--- src/verilog/rsc_pkg.sv ---
// package of constants and carriers for the reset and stop recovery control
package rsc_pkg;
   // ------------------------------------------------------------------
   // register map (byte addresses on the wishbone slave)
   // ------------------------------------------------------------------
   localparam logic [3:0] RSC_ADR_CAUSE = 4'h0;
   localparam logic [3:0] RSC_ADR_OSC = 4'h4;
   localparam logic [3:0] RSC_ADR_WDOG = 4'h8;
   localparam logic [3:0] RSC_ADR_STAT = 4'hC;
   // reset values
   localparam logic [7:0] RSC_OSC_RST = 8'hA0;
   localparam logic [7:0] RSC_WDOG_RST = 8'h00;
   // reset_cause_reg field positions
   localparam int RSC_POS_POR = 7;
   localparam int RSC_POS_STOP = 6;
   localparam int RSC_POS_WDOG = 5;
   localparam int RSC_POS_PIN = 4;
   // osc_ctrl_reg clock select field, zero selects the precision osc
   localparam int RSC_POS_CSEL = 0;
   localparam logic [1:0] RSC_CSEL_IPO = 2'h0;
   // reset vector locations in program memory
   localparam logic [15:0] RSC_VEC_HI_ADDR = 16'h0002;
   localparam logic [15:0] RSC_VEC_LO_ADDR = 16'h0003;
   // ------------------------------------------------------------------
   // timing
   // ------------------------------------------------------------------
   localparam int RSC_HOLD_SHORT = 66;     // precision osc cycles
   localparam int RSC_HOLD_LONG = 5000;    // precision osc cycles, crystal on
   localparam int RSC_PIN_MIN_CLKS = 4;    // system clocks, run or halt
   localparam int RSC_CLK_PS = 4000;
   localparam int RSC_STOP_GLITCH_PS = 12000;
   localparam int RSC_STOP_MIN_CLKS =
      (RSC_STOP_GLITCH_PS + RSC_CLK_PS - 1) / RSC_CLK_PS;
   // ------------------------------------------------------------------
   // types
   // ------------------------------------------------------------------
   typedef enum logic [1:0] {
      RSC_KIND_NONE,
      RSC_KIND_SYS,
      RSC_KIND_STOP
   } rsc_kind_t;
   typedef struct packed {
      logic por;
      logic stop;
      logic wdog;
      logic pin;
   } rsc_cause_t;
   typedef struct packed {
      logic xtal_en;         // crystal oscillator enabled
      logic wdog_rst_sel;    // watchdog_reset_select_option
      logic bo_stop_keep;    // brownout_stop_keep_on_option
   } rsc_opt_t;
endpackage : rsc_pkg

--- src/verilog/rsc_reset_ctrl.sv ---
// reset and stop-mode recovery controller with wishbone register access
// How it works
// - system reset on power-on, brownout, watchdog, enabled pin, debugger bit
// - in stop mode, watchdog or enabled pin edge starts recovery
// - core held in reset about 66 precision oscillator cycles
// - crystal option stretches the hold to about 5000 oscillator cycles
// - recovery resets core, only watchdog and osc control registers
// - power-related delay count starts once supply passes power-on level
// - pin still low at count end keeps reset until release
// - at reset all port pins become inputs, pull-ups off, except pd0
// - pd0 acts as open-drain reset line, driven low until the hold count ends
// - core and peripherals idle in reset, oscillators keep running
// - registers with defined reset values reload them on reset
// - on release core fetches vector from 0002H and 0003H
// - after system reset the precision oscillator is the clock
// - pin pulses under four system clocks ignored in run or halt
// - debugger reset resets everything but the debugger block
// - power-on cause flag set after power-on or brownout reset
// - brownout forces reset, held while supply below power-on level
// - option bit decides if brownout stays active in stop mode
// - watchdog resets when option is 1, else raises interrupt
// - watchdog reset sets watchdog cause flag
// - pin-caused system reset sets pin cause flag
// - cause register read-only, read clears its upper four bits
// - any stop recovery sets stop cause flag
`timescale 1ns/1ps
`default_nettype none
module rsc_reset_ctrl
   import rsc_pkg::*;
#(
   parameter int NPINS = 8,                       // recovery-capable pins
   parameter int HOLD_SHORT = RSC_HOLD_SHORT,     // osc cycles
   parameter int HOLD_LONG = RSC_HOLD_LONG        // osc cycles, crystal on
)(
   input wire logic i_clk,                        // system clock
   input wire logic i_sys_rst,                    // sync reset, high
   // wishbone slave
   input wire logic i_wb_cyc,                     // cycle
   input wire logic i_wb_stb,                     // strobe
   input wire logic i_wb_we,                      // write enable
   input wire logic [3:0] i_wb_adr,               // byte address
   input wire logic [3:0] i_wb_sel,               // byte lanes
   input wire logic [31:0] i_wb_dat,              // write data
   output logic [31:0] o_wb_dat,                  // read data
   output logic o_wb_ack,                         // acknowledge
   // analog and pin side, asynchronous
   input wire logic i_ipo_clk,                    // precision osc, sampled
   input wire logic i_por_ok,                     // supply above por level
   input wire logic i_brownout_n,                 // brownout_detector, low
   input wire logic i_pd0_in,                     // port_d_bit_zero_pin level
   input wire logic [NPINS-1:0] i_gpio_in,        // port pin levels
   // same-domain inputs
   input wire logic [NPINS-1:0] i_smr_en,         // pins enabled for recovery
   input wire logic i_pd0_rst_en,                 // pin reset function on
   input wire logic i_stop_mode,                  // core is in stop mode
   input wire logic i_wdog_timeout,               // watchdog time-out pulse
   input wire logic i_dbg_rst_req,                // debugger_control_reg bit0
   input wire logic i_debug_pin_low,              // debug_pin break seen
   input wire rsc_opt_t i_opt,                    // nonvolatile options
   // outputs
   output logic o_core_rst,                       // core held in reset
   output logic o_periph_rst,                     // registers to reset value
   output logic o_gpio_rst,                       // pins input, pull-ups off
   output logic o_pd0_out,                        // pd0 drive level
   output logic o_pd0_oe,                         // pd0 open-drain enable
   output logic o_dbg_rst_clr,                    // clear debugger reset bit
   output logic o_wdog_irq,                       // watchdog interrupt pulse
   output logic o_vec_fetch,                      // start vector fetch
   output logic [15:0] o_vec_hi_addr,             // vector high byte addr
   output logic [15:0] o_vec_lo_addr,             // vector low byte addr
   output logic [1:0] o_clk_sel,                  // system clock select
   output logic [7:0] o_wdog_ctrl                 // watchdog_ctrl_reg
);
   // ------------------------------------------------------------------
   // input synchronisers
   // ------------------------------------------------------------------
   localparam int NSYNC = NPINS + 4;
   logic [NSYNC-1:0] sync1_r, sync2_r;
   logic [NPINS-1:0] gpio_prev_r;
   logic ipo_prev_r;
   logic ipo_s, por_s, bo_n_s, pd0_s, ipo_tick;
   logic [NPINS-1:0] gpio_s;

   always_ff @(posedge i_clk)
   begin
      sync1_r <= {i_gpio_in, i_ipo_clk, i_por_ok, i_brownout_n, i_pd0_in};
      sync2_r <= sync1_r;
   end

   assign {gpio_s, ipo_s, por_s, bo_n_s, pd0_s} = sync2_r;

   always_ff @(posedge i_clk)
   begin
      if (i_sys_rst)
      begin
         ipo_prev_r <= 1'b0;
         // start from the pin levels so reset gives no false transition
         gpio_prev_r <= gpio_s;
      end
      else
      begin
         ipo_prev_r <= ipo_s;
         gpio_prev_r <= gpio_s;
      end
   end

   // one tick per rising edge of the precision oscillator
   assign ipo_tick = ipo_s & ~ipo_prev_r;

   // ------------------------------------------------------------------
   // reset pin glitch filter
   // ------------------------------------------------------------------
   // the pin must stay low a whole window; shorter pulses are dropped
   logic [2:0] pin_low_cnt_r;
   logic pin_low_cnt_hit;
   logic [2:0] pin_min;
   logic in_rst;

   assign pin_min = i_stop_mode ? 3'(RSC_STOP_MIN_CLKS) :
                                  3'(RSC_PIN_MIN_CLKS);

   always_ff @(posedge i_clk)
   begin
      if (i_sys_rst)
         pin_low_cnt_r <= '0;
      // our own low drive during reset must not count as a pin request
      else if (pd0_s || !i_pd0_rst_en || in_rst)
         pin_low_cnt_r <= '0;
      else if (pin_low_cnt_r != pin_min)
         pin_low_cnt_r <= pin_low_cnt_r + 3'h1;
   end

   assign pin_low_cnt_hit = (pin_low_cnt_r == pin_min);

   // ------------------------------------------------------------------
   // request decode
   // ------------------------------------------------------------------
   logic bo_active, por_req, wdog_sys, sys_req, stop_req, smr_edge;

   // brownout counts in stop mode only when the option keeps it on
   assign bo_active = ~bo_n_s & (~i_stop_mode | i_opt.bo_stop_keep);
   assign por_req = ~por_s | bo_active;
   assign wdog_sys = i_wdog_timeout & i_opt.wdog_rst_sel;
   assign smr_edge = |((gpio_s ^ gpio_prev_r) & i_smr_en);
   assign sys_req = por_req | pin_low_cnt_hit | i_dbg_rst_req |
                    (wdog_sys & ~i_stop_mode) |
                    (i_debug_pin_low & i_stop_mode);
   assign stop_req = i_stop_mode & (i_wdog_timeout | smr_edge);

   // ------------------------------------------------------------------
   // sequencer
   // ------------------------------------------------------------------
   typedef enum logic [1:0] {
      ST_RUN,
      ST_SUPPLY,
      ST_HOLD,
      ST_PIN
   } rsc_state_t;

   rsc_state_t state_r;
   rsc_kind_t kind_r;
   logic [12:0] hold_cnt_r;
   logic [12:0] hold_lim;
   logic release_now;
   rsc_cause_t pend_r;

   function automatic logic [12:0] hold_limit(input logic xtal);
      hold_limit = xtal ? 13'(HOLD_LONG) : 13'(HOLD_SHORT);
   endfunction : hold_limit

   assign hold_lim = hold_limit(i_opt.xtal_en);

   always_ff @(posedge i_clk)
   begin
      if (i_sys_rst)
         state_r <= ST_SUPPLY;
      else
      begin
         unique case (state_r)
            ST_RUN:
               if (por_req)
                  state_r <= ST_SUPPLY;
               else if (sys_req || stop_req)
                  state_r <= ST_HOLD;
            ST_SUPPLY:
               if (!por_req)
                  state_r <= ST_HOLD;
            ST_HOLD:
               if (por_req)
                  state_r <= ST_SUPPLY;
               else if (hold_cnt_r >= hold_lim)
                  state_r <= ST_PIN;
            ST_PIN:
               if (por_req)
                  state_r <= ST_SUPPLY;
               else if (pd0_s)
                  state_r <= ST_RUN;
         endcase
      end
   end

   // the hold counter only advances on oscillator ticks
   always_ff @(posedge i_clk)
   begin
      if (i_sys_rst || state_r != ST_HOLD)
         hold_cnt_r <= '0;
      else if (ipo_tick && hold_cnt_r < hold_lim)
         hold_cnt_r <= hold_cnt_r + 13'h1;
   end

   // a system request during a stop hold upgrades it to a system reset
   always_ff @(posedge i_clk)
   begin
      if (i_sys_rst)
         kind_r <= RSC_KIND_SYS;
      else if (state_r == ST_RUN && !por_req && !sys_req && stop_req)
         kind_r <= RSC_KIND_STOP;
      else if (por_req || sys_req)
         kind_r <= RSC_KIND_SYS;
      else if (state_r == ST_RUN)
         kind_r <= RSC_KIND_NONE;
   end

   // causes gathered while the reset is held, published at release
   always_ff @(posedge i_clk)
   begin
      if (i_sys_rst)
         pend_r <= '{por: 1'b1, default: 1'b0};
      else if (release_now)
         pend_r <= '0;
      else
      begin
         if (por_req || i_dbg_rst_req || (i_debug_pin_low && i_stop_mode))
            pend_r.por <= 1'b1;
         if (stop_req)
            pend_r.stop <= 1'b1;
         if (i_wdog_timeout && (i_opt.wdog_rst_sel || i_stop_mode))
            pend_r.wdog <= 1'b1;
         if (pin_low_cnt_hit)
            pend_r.pin <= 1'b1;
      end
   end

   assign in_rst = (state_r != ST_RUN);
   // the pin is let go after the count, so only an outside driver keeps it low
   assign release_now = in_rst && !por_req && state_r == ST_PIN && pd0_s;

   // ------------------------------------------------------------------
   // reset outputs from flip-flops so release is clean, pd0 drive level tied low
   // ------------------------------------------------------------------
   always_ff @(posedge i_clk)
   begin
      if (i_sys_rst)
      begin
         o_core_rst <= 1'b1;
         o_periph_rst <= 1'b1;
         o_gpio_rst <= 1'b1;
         o_pd0_oe <= 1'b1;
         o_vec_fetch <= 1'b0;
         o_dbg_rst_clr <= 1'b0;
      end
      else
      begin
         // the oscillators are outside this block and never stopped here
         o_core_rst <= in_rst && !release_now;
         o_periph_rst <= in_rst && !release_now &&
                         kind_r != RSC_KIND_STOP;
         o_gpio_rst <= in_rst && !release_now &&
                       kind_r != RSC_KIND_STOP;
         o_pd0_oe <= in_rst && !release_now && state_r != ST_PIN &&
                     !(state_r == ST_HOLD && hold_cnt_r >= hold_lim);
         o_vec_fetch <= release_now;
         o_dbg_rst_clr <= in_rst && i_dbg_rst_req;
      end
   end

   assign o_pd0_out = 1'b0;
   assign o_vec_hi_addr = RSC_VEC_HI_ADDR;
   assign o_vec_lo_addr = RSC_VEC_LO_ADDR;

   always_ff @(posedge i_clk)
   begin
      if (i_sys_rst)
         o_wdog_irq <= 1'b0;
      else
         o_wdog_irq <= i_wdog_timeout && !i_opt.wdog_rst_sel;
   end

   // ------------------------------------------------------------------
   // wishbone slave
   // ------------------------------------------------------------------
   logic [7:0] osc_r, wdog_r;
   logic [3:0] cause_r;
   logic bus_req, wr_en, rd_cause;

   assign bus_req = i_wb_cyc && i_wb_stb && !o_wb_ack;
   assign wr_en = bus_req && i_wb_we && i_wb_sel[0];
   assign rd_cause = bus_req && !i_wb_we && i_wb_adr == RSC_ADR_CAUSE;

   always_ff @(posedge i_clk)
   begin
      if (i_sys_rst)
         o_wb_ack <= 1'b0;
      else
         o_wb_ack <= bus_req;
   end

   // oscillator and watchdog control reload on either kind of reset
   always_ff @(posedge i_clk)
   begin
      if (i_sys_rst || (in_rst && kind_r != RSC_KIND_NONE))
      begin
         osc_r <= RSC_OSC_RST;
         wdog_r <= RSC_WDOG_RST;
      end
      else if (wr_en)
      begin
         if (i_wb_adr == RSC_ADR_OSC)
            osc_r <= i_wb_dat[7:0];
         if (i_wb_adr == RSC_ADR_WDOG)
            wdog_r <= i_wb_dat[7:0];
      end
   end

   assign o_clk_sel = osc_r[RSC_POS_CSEL +: 2];
   assign o_wdog_ctrl = wdog_r;

   // a cause published in the same cycle as a clearing read survives
   always_ff @(posedge i_clk)
   begin
      if (i_sys_rst)
         cause_r <= '0;
      else if (release_now)
         cause_r <= pend_r;
      else if (rd_cause)
         cause_r <= '0;
   end

   always_ff @(posedge i_clk)
   begin
      if (i_sys_rst)
         o_wb_dat <= '0;
      else if (bus_req && !i_wb_we)
      begin
         unique case (i_wb_adr)
            RSC_ADR_CAUSE: o_wb_dat <= {24'h0, cause_r, 4'h0};
            RSC_ADR_OSC: o_wb_dat <= {24'h0, osc_r};
            RSC_ADR_WDOG: o_wb_dat <= {24'h0, wdog_r};
            RSC_ADR_STAT: o_wb_dat <= {26'h0, kind_r, state_r, i_stop_mode,
                                       i_opt.xtal_en};
            default: o_wb_dat <= '0;
         endcase
      end
   end
endmodule : rsc_reset_ctrl
`default_nettype wire

--- config.mk ---
export PLATFORM = sky130hd
export DESIGN_NAME = rsc_reset_ctrl
export DESIGN_NICKNAME = d
export VERILOG_FILES = /design/src/verilog/rsc_pkg.sv /design/src/verilog/rsc_reset_ctrl.sv
export SDC_FILE = /design/constraint.sdc
export NUM_CORES = 1
export LEC_CHECK = 0
export BUFFER_PORTS_ARGS = -buffer_cell sky130_fd_sc_hd__buf_2
export CAP_MARGIN = 20
export CORE_ASPECT_RATIO = 0.9
export CORE_MARGIN = 8
export CORE_UTILIZATION = 40
export DETAILED_ROUTE_END_ITERATION = 8
export GPL_ROUTABILITY_DRIVEN = 0
export GPL_TIMING_DRIVEN = 0
export PLACE_DENSITY = 0.68
export REMOVE_ABC_BUFFERS = 1
export SETUP_SLACK_MARGIN = 0.4
export SYNTH_ARGS = -nofsm -noshare
export SYNTH_HDL_FRONTEND = slang
export SYNTH_SLANG_ARGS = --single-unit
export TNS_END_PERCENT = 100
--- constraint.sdc ---
create_clock -name i_clk -period 2.3 [get_ports i_clk]
set_input_delay 0.115 -clock i_clk [delete_from_list [all_inputs] [get_ports i_clk]]
set_output_delay 0.115 -clock i_clk [all_outputs]
set_load 0.01 [all_outputs]
==> impl_metrics.env <==
export IMPL_ant_nets=0
export IMPL_timing_hold_violations_final=0
export IMPL_initial_core_util_pct=40.8
export IMPL_hp_start="i_wb_dat[2]"
export IMPL_drv_cap=0
export IMPL_period_share_pct=88.6
export IMPL_cts_path_max_buffers=2
export IMPL_r2r_slack_ns=0.26
export IMPL_clkLatencyLatePin_ns=0.37
export IMPL_wl_mm=9.09
export IMPL_met3_wirelength_mm=1.13
export IMPL_grt_max_degree=24
export IMPL_grt_overflow_total=0
export IMPL_vias=3083
export IMPL_antenna_found_initial=0
export IMPL_post_route_util_pct=49.7
export IMPL_dp_hpwl_mm=6.55
export IMPL_placementRows=34
export IMPL_top_layer_used="met4"
export IMPL_fin_cells=645
export IMPL_clockRootBuffer="clkbuf_8"
export IMPL_drv_slew=0
export IMPL_wl_per_cell_um=14.1
export IMPL_die_area_um2=13200
export IMPL_cts_max_level=3
export IMPL_rsz0062_at_grt="yes"
export IMPL_firstDrtPassIters=4
export IMPL_die_w_um=120
export IMPL_io_pins=156
export IMPL_grt_pass1_wl_mm=14.0
export IMPL_dr_wl_met2_mm=3.91
export IMPL_arrival_ns=2.36
export IMPL_ff2ff_path_depth=8
export IMPL_die_h_um=110
export IMPL_synthArstFlopShare_pct=0
export IMPL_synth_edf_count=0
export IMPL_first_iter_violations=130
export IMPL_slew_limit_headroom_pct=32.5
export IMPL_n_antenna_cell=0
export IMPL_post_synth_cell_area_avg_um2=9.53
export IMPL_fin_skew_ns=0.0110
export IMPL_endpoint_kind="flip-flop"
export IMPL_min_to="o_wdog_ctrl[2]$_SDFFE_PP0P_"
export IMPL_io_buffers=71
export IMPL_cp_max_fo=6
export IMPL_core_um2=9610
export IMPL_r2r_end="hold_cnt_r[5]$_SDFFE_PP0P_"
export IMPL_max_vdd_ir_drop_v=0.000417
export IMPL_cp_required_ns=2.62
export IMPL_hold_path_class="in -> reg"
export IMPL_startpoint_type="flip-flop"
export IMPL_fmax_ghz=0.491
export IMPL_design_area_um2=4780
export IMPL_total_power_mw=3.00
export IMPL_fin_crit_ns=2.04
export IMPL_reg2reg_from="hold_cnt_r[9]$_SDFFE_PP0P_"
export IMPL_nFillCells=894
export IMPL_placed_area_um2=4150
export IMPL_power_density_nw_per_um2=627
export IMPL_dp_cells=595
export IMPL_worst_pin_slew_ns=1.00
export IMPL_ys_seq_elements=92
export IMPL_drc=0
export IMPL_fin_tns_setup_ns=0
export IMPL_leakage_nw=2.16
export IMPL_worstHoldPathCells=3
export IMPL_grt_usage_pct=13.2
export IMPL_yosysSeqAreaShare_pct=46.9
export IMPL_nets=596
export IMPL_synthDistinctLibCells=46
export IMPL_cts_sinks=92
export IMPL_setup_violations=0
export IMPL_syn_area_um2=3930
export IMPL_yosys_most_used_dff="dfxtp_1"
export IMPL_status="finished, final reports clean"
export IMPL_m1WireLength_mm=3.96
export IMPL_grt_pass1_vias=2930
export IMPL_drive_above_1_share_pct=25.0
export IMPL_syn_inst=412
export IMPL_area_growth_pct=21.7
export IMPL_tritoncts="built"
export IMPL_path_class="reg -> reg"
export IMPL_yosys_warnings=0
export IMPL_viasPerCell=4.78
export IMPL_cts_made_buffers=9
export IMPL_clk_pin_slew_worst_paths_ns=0.10
synthesized netlist by cell type, types with 3 or more instances:
master | instances | share of area [%]
buf_4 | 60 | 11
or4_1 | 6 | 1.1
a22oi_1 | 11 | 2.1
nor3_1 | 6 | 0.77
xor2_1 | 9 | 2.0
nand4_1 | 3 | 0.48
o21ai_0 | 11 | 1.4
a22o_1 | 8 | 1.8
a21oi_1 | 15 | 1.9
mux2i_1 | 16 | 4.1
nor2b_1 | 6 | 0.96
nor2_1 | 48 | 4.6
inv_1 | 11 | 1.1
mux2_2 | 4 | 1.1
a211o_1 | 4 | 0.89
or2_2 | 3 | 0.48
nand2b_1 | 3 | 0.48
o211ai_1 | 4 | 0.77
clkbuf_1 | 7 | 0.67
nand3_1 | 11 | 1.4
or3_1 | 4 | 0.64
and3_1 | 4 | 0.64
nand2_1 | 28 | 2.7
dfxtp_1 | 92 | 47
ha_1 | 9 | 2.9
area by class of cell:
cell class,count,area (µm²),share of cell area [%]
timing repair buffer,104,673,14.1
sequential,92,1850,38.6
clock buffer,9,124,2.59
inverter,11,41.3,0.864
multi-input combinational,296,1860,38.8
clock inverter,7,80.1,1.68
tap,126,158,3.30
cells in the final DEF, fill, tap and decap left out, types with 10 or more instances in the layout:
cell and count:
buf_4 10, conb_1 57, mux2i_1 16, inv_1 11
nor2_1 48, buf_2 71, a21oi_1 13, a22oi_1 11
nand2_1 25, dfxtp_1 89, nand3_1 11, dlygate4sd3_1 20
worst max-delay path: stages (launching register included):
cell and delay [ns]:
dfxtp_2 0.34, ha_2 0.16, or3_4 0.34, a21oi_4 0.17, o21a_4 0.17, nand4_1 0.14, buf_4 0.21, or4_1 0.40
nand2_1 0.07
per-stage QoR:
step | hold WS, ns | setup WS, ns
floorplan | 0.143 | 0.427
global placement | 0.217 | 0.192
detailed placement | 0.219 | 0.163
CTS | 0.00897 | 0.294
global route | 0.0270 | 0.156
finish | 0.0253 | 0.261
state kept, by name, summed over array words and instances (netlist names), 3 cells and up:
name,count
cause_r,4
gpio_prev_r,8
hold_cnt_r,13
o_wb_dat,8
o_wdog_ctrl,8
osc_r,8
pend_r,4
pin_low_cnt_r,3
sync1_r,12
sync2_r,12
cells by family (layout without fill, tap and decap cells):
group,after synthesis,count (layout),share of synthesized area [%]
AND/OR/NAND/NOR,132,133,16.3
flip-flops,92,92,46.9
buffers and inverters,80,131,13.6
AO/OA/AOI/OAI,64,64,11.3
multiplexers,22,22,6.38
XOR/XNOR,11,11,2.45
adder cells (fa/ha/maj),9,9,2.87
other,2,57,0.191
repair_timing:
action,in CTS,in global routing
hold buffers,20,0
resized for setup,4,19
endpoints found under the setup margin,30,33
gates cloned,0,1
buffers inserted,3,9
pin swaps,5,14
endpoints found under the hold margin,22,0
metal layers:
metal  vias to the layer above  GRT usage (%)
li1                       1514              -
met1                      1416           16.2
met2                       144           20.6
met3                         9           5.96
met4                         0           4.10
met5                         -              0
worst max path at each step:
stage / startpoint / end / slack [ns]
CTS: hold_cnt_r[9]$_SDFFE_PP0P_ / hold_cnt_r[5]$_SDFFE_PP0P_ / 0.29
global placement: i_opt[2] / hold_cnt_r[9]$_SDFFE_PP0P_ / 0.19
finish: hold_cnt_r[9]$_SDFFE_PP0P_ / hold_cnt_r[5]$_SDFFE_PP0P_ / 0.26
floorplan: hold_cnt_r[9]$_SDFFE_PP0P_ / hold_cnt_r[8]$_SDFFE_PP0P_ / 0.43
global route: hold_cnt_r[9]$_SDFFE_PP0P_ / hold_cnt_r[5]$_SDFFE_PP0P_ / 0.16
detailed placement: i_opt[2] / hold_cnt_r[8]$_SDFFE_PP0P_ / 0.16
power breakdown:
group / internal [mW] / total, mW / switching [mW] / leakage (nW)
registers: 1.63 / 1.65 / 0.0191 / 0.757
clock network: 0.433 / 1.09 / 0.653 / 0.0998
logic: 0.108 / 0.256 / 0.148 / 1.30
total: 2.18 / 3.00 / 0.821 / 2.16
Power figures use the tool's default switching activity.
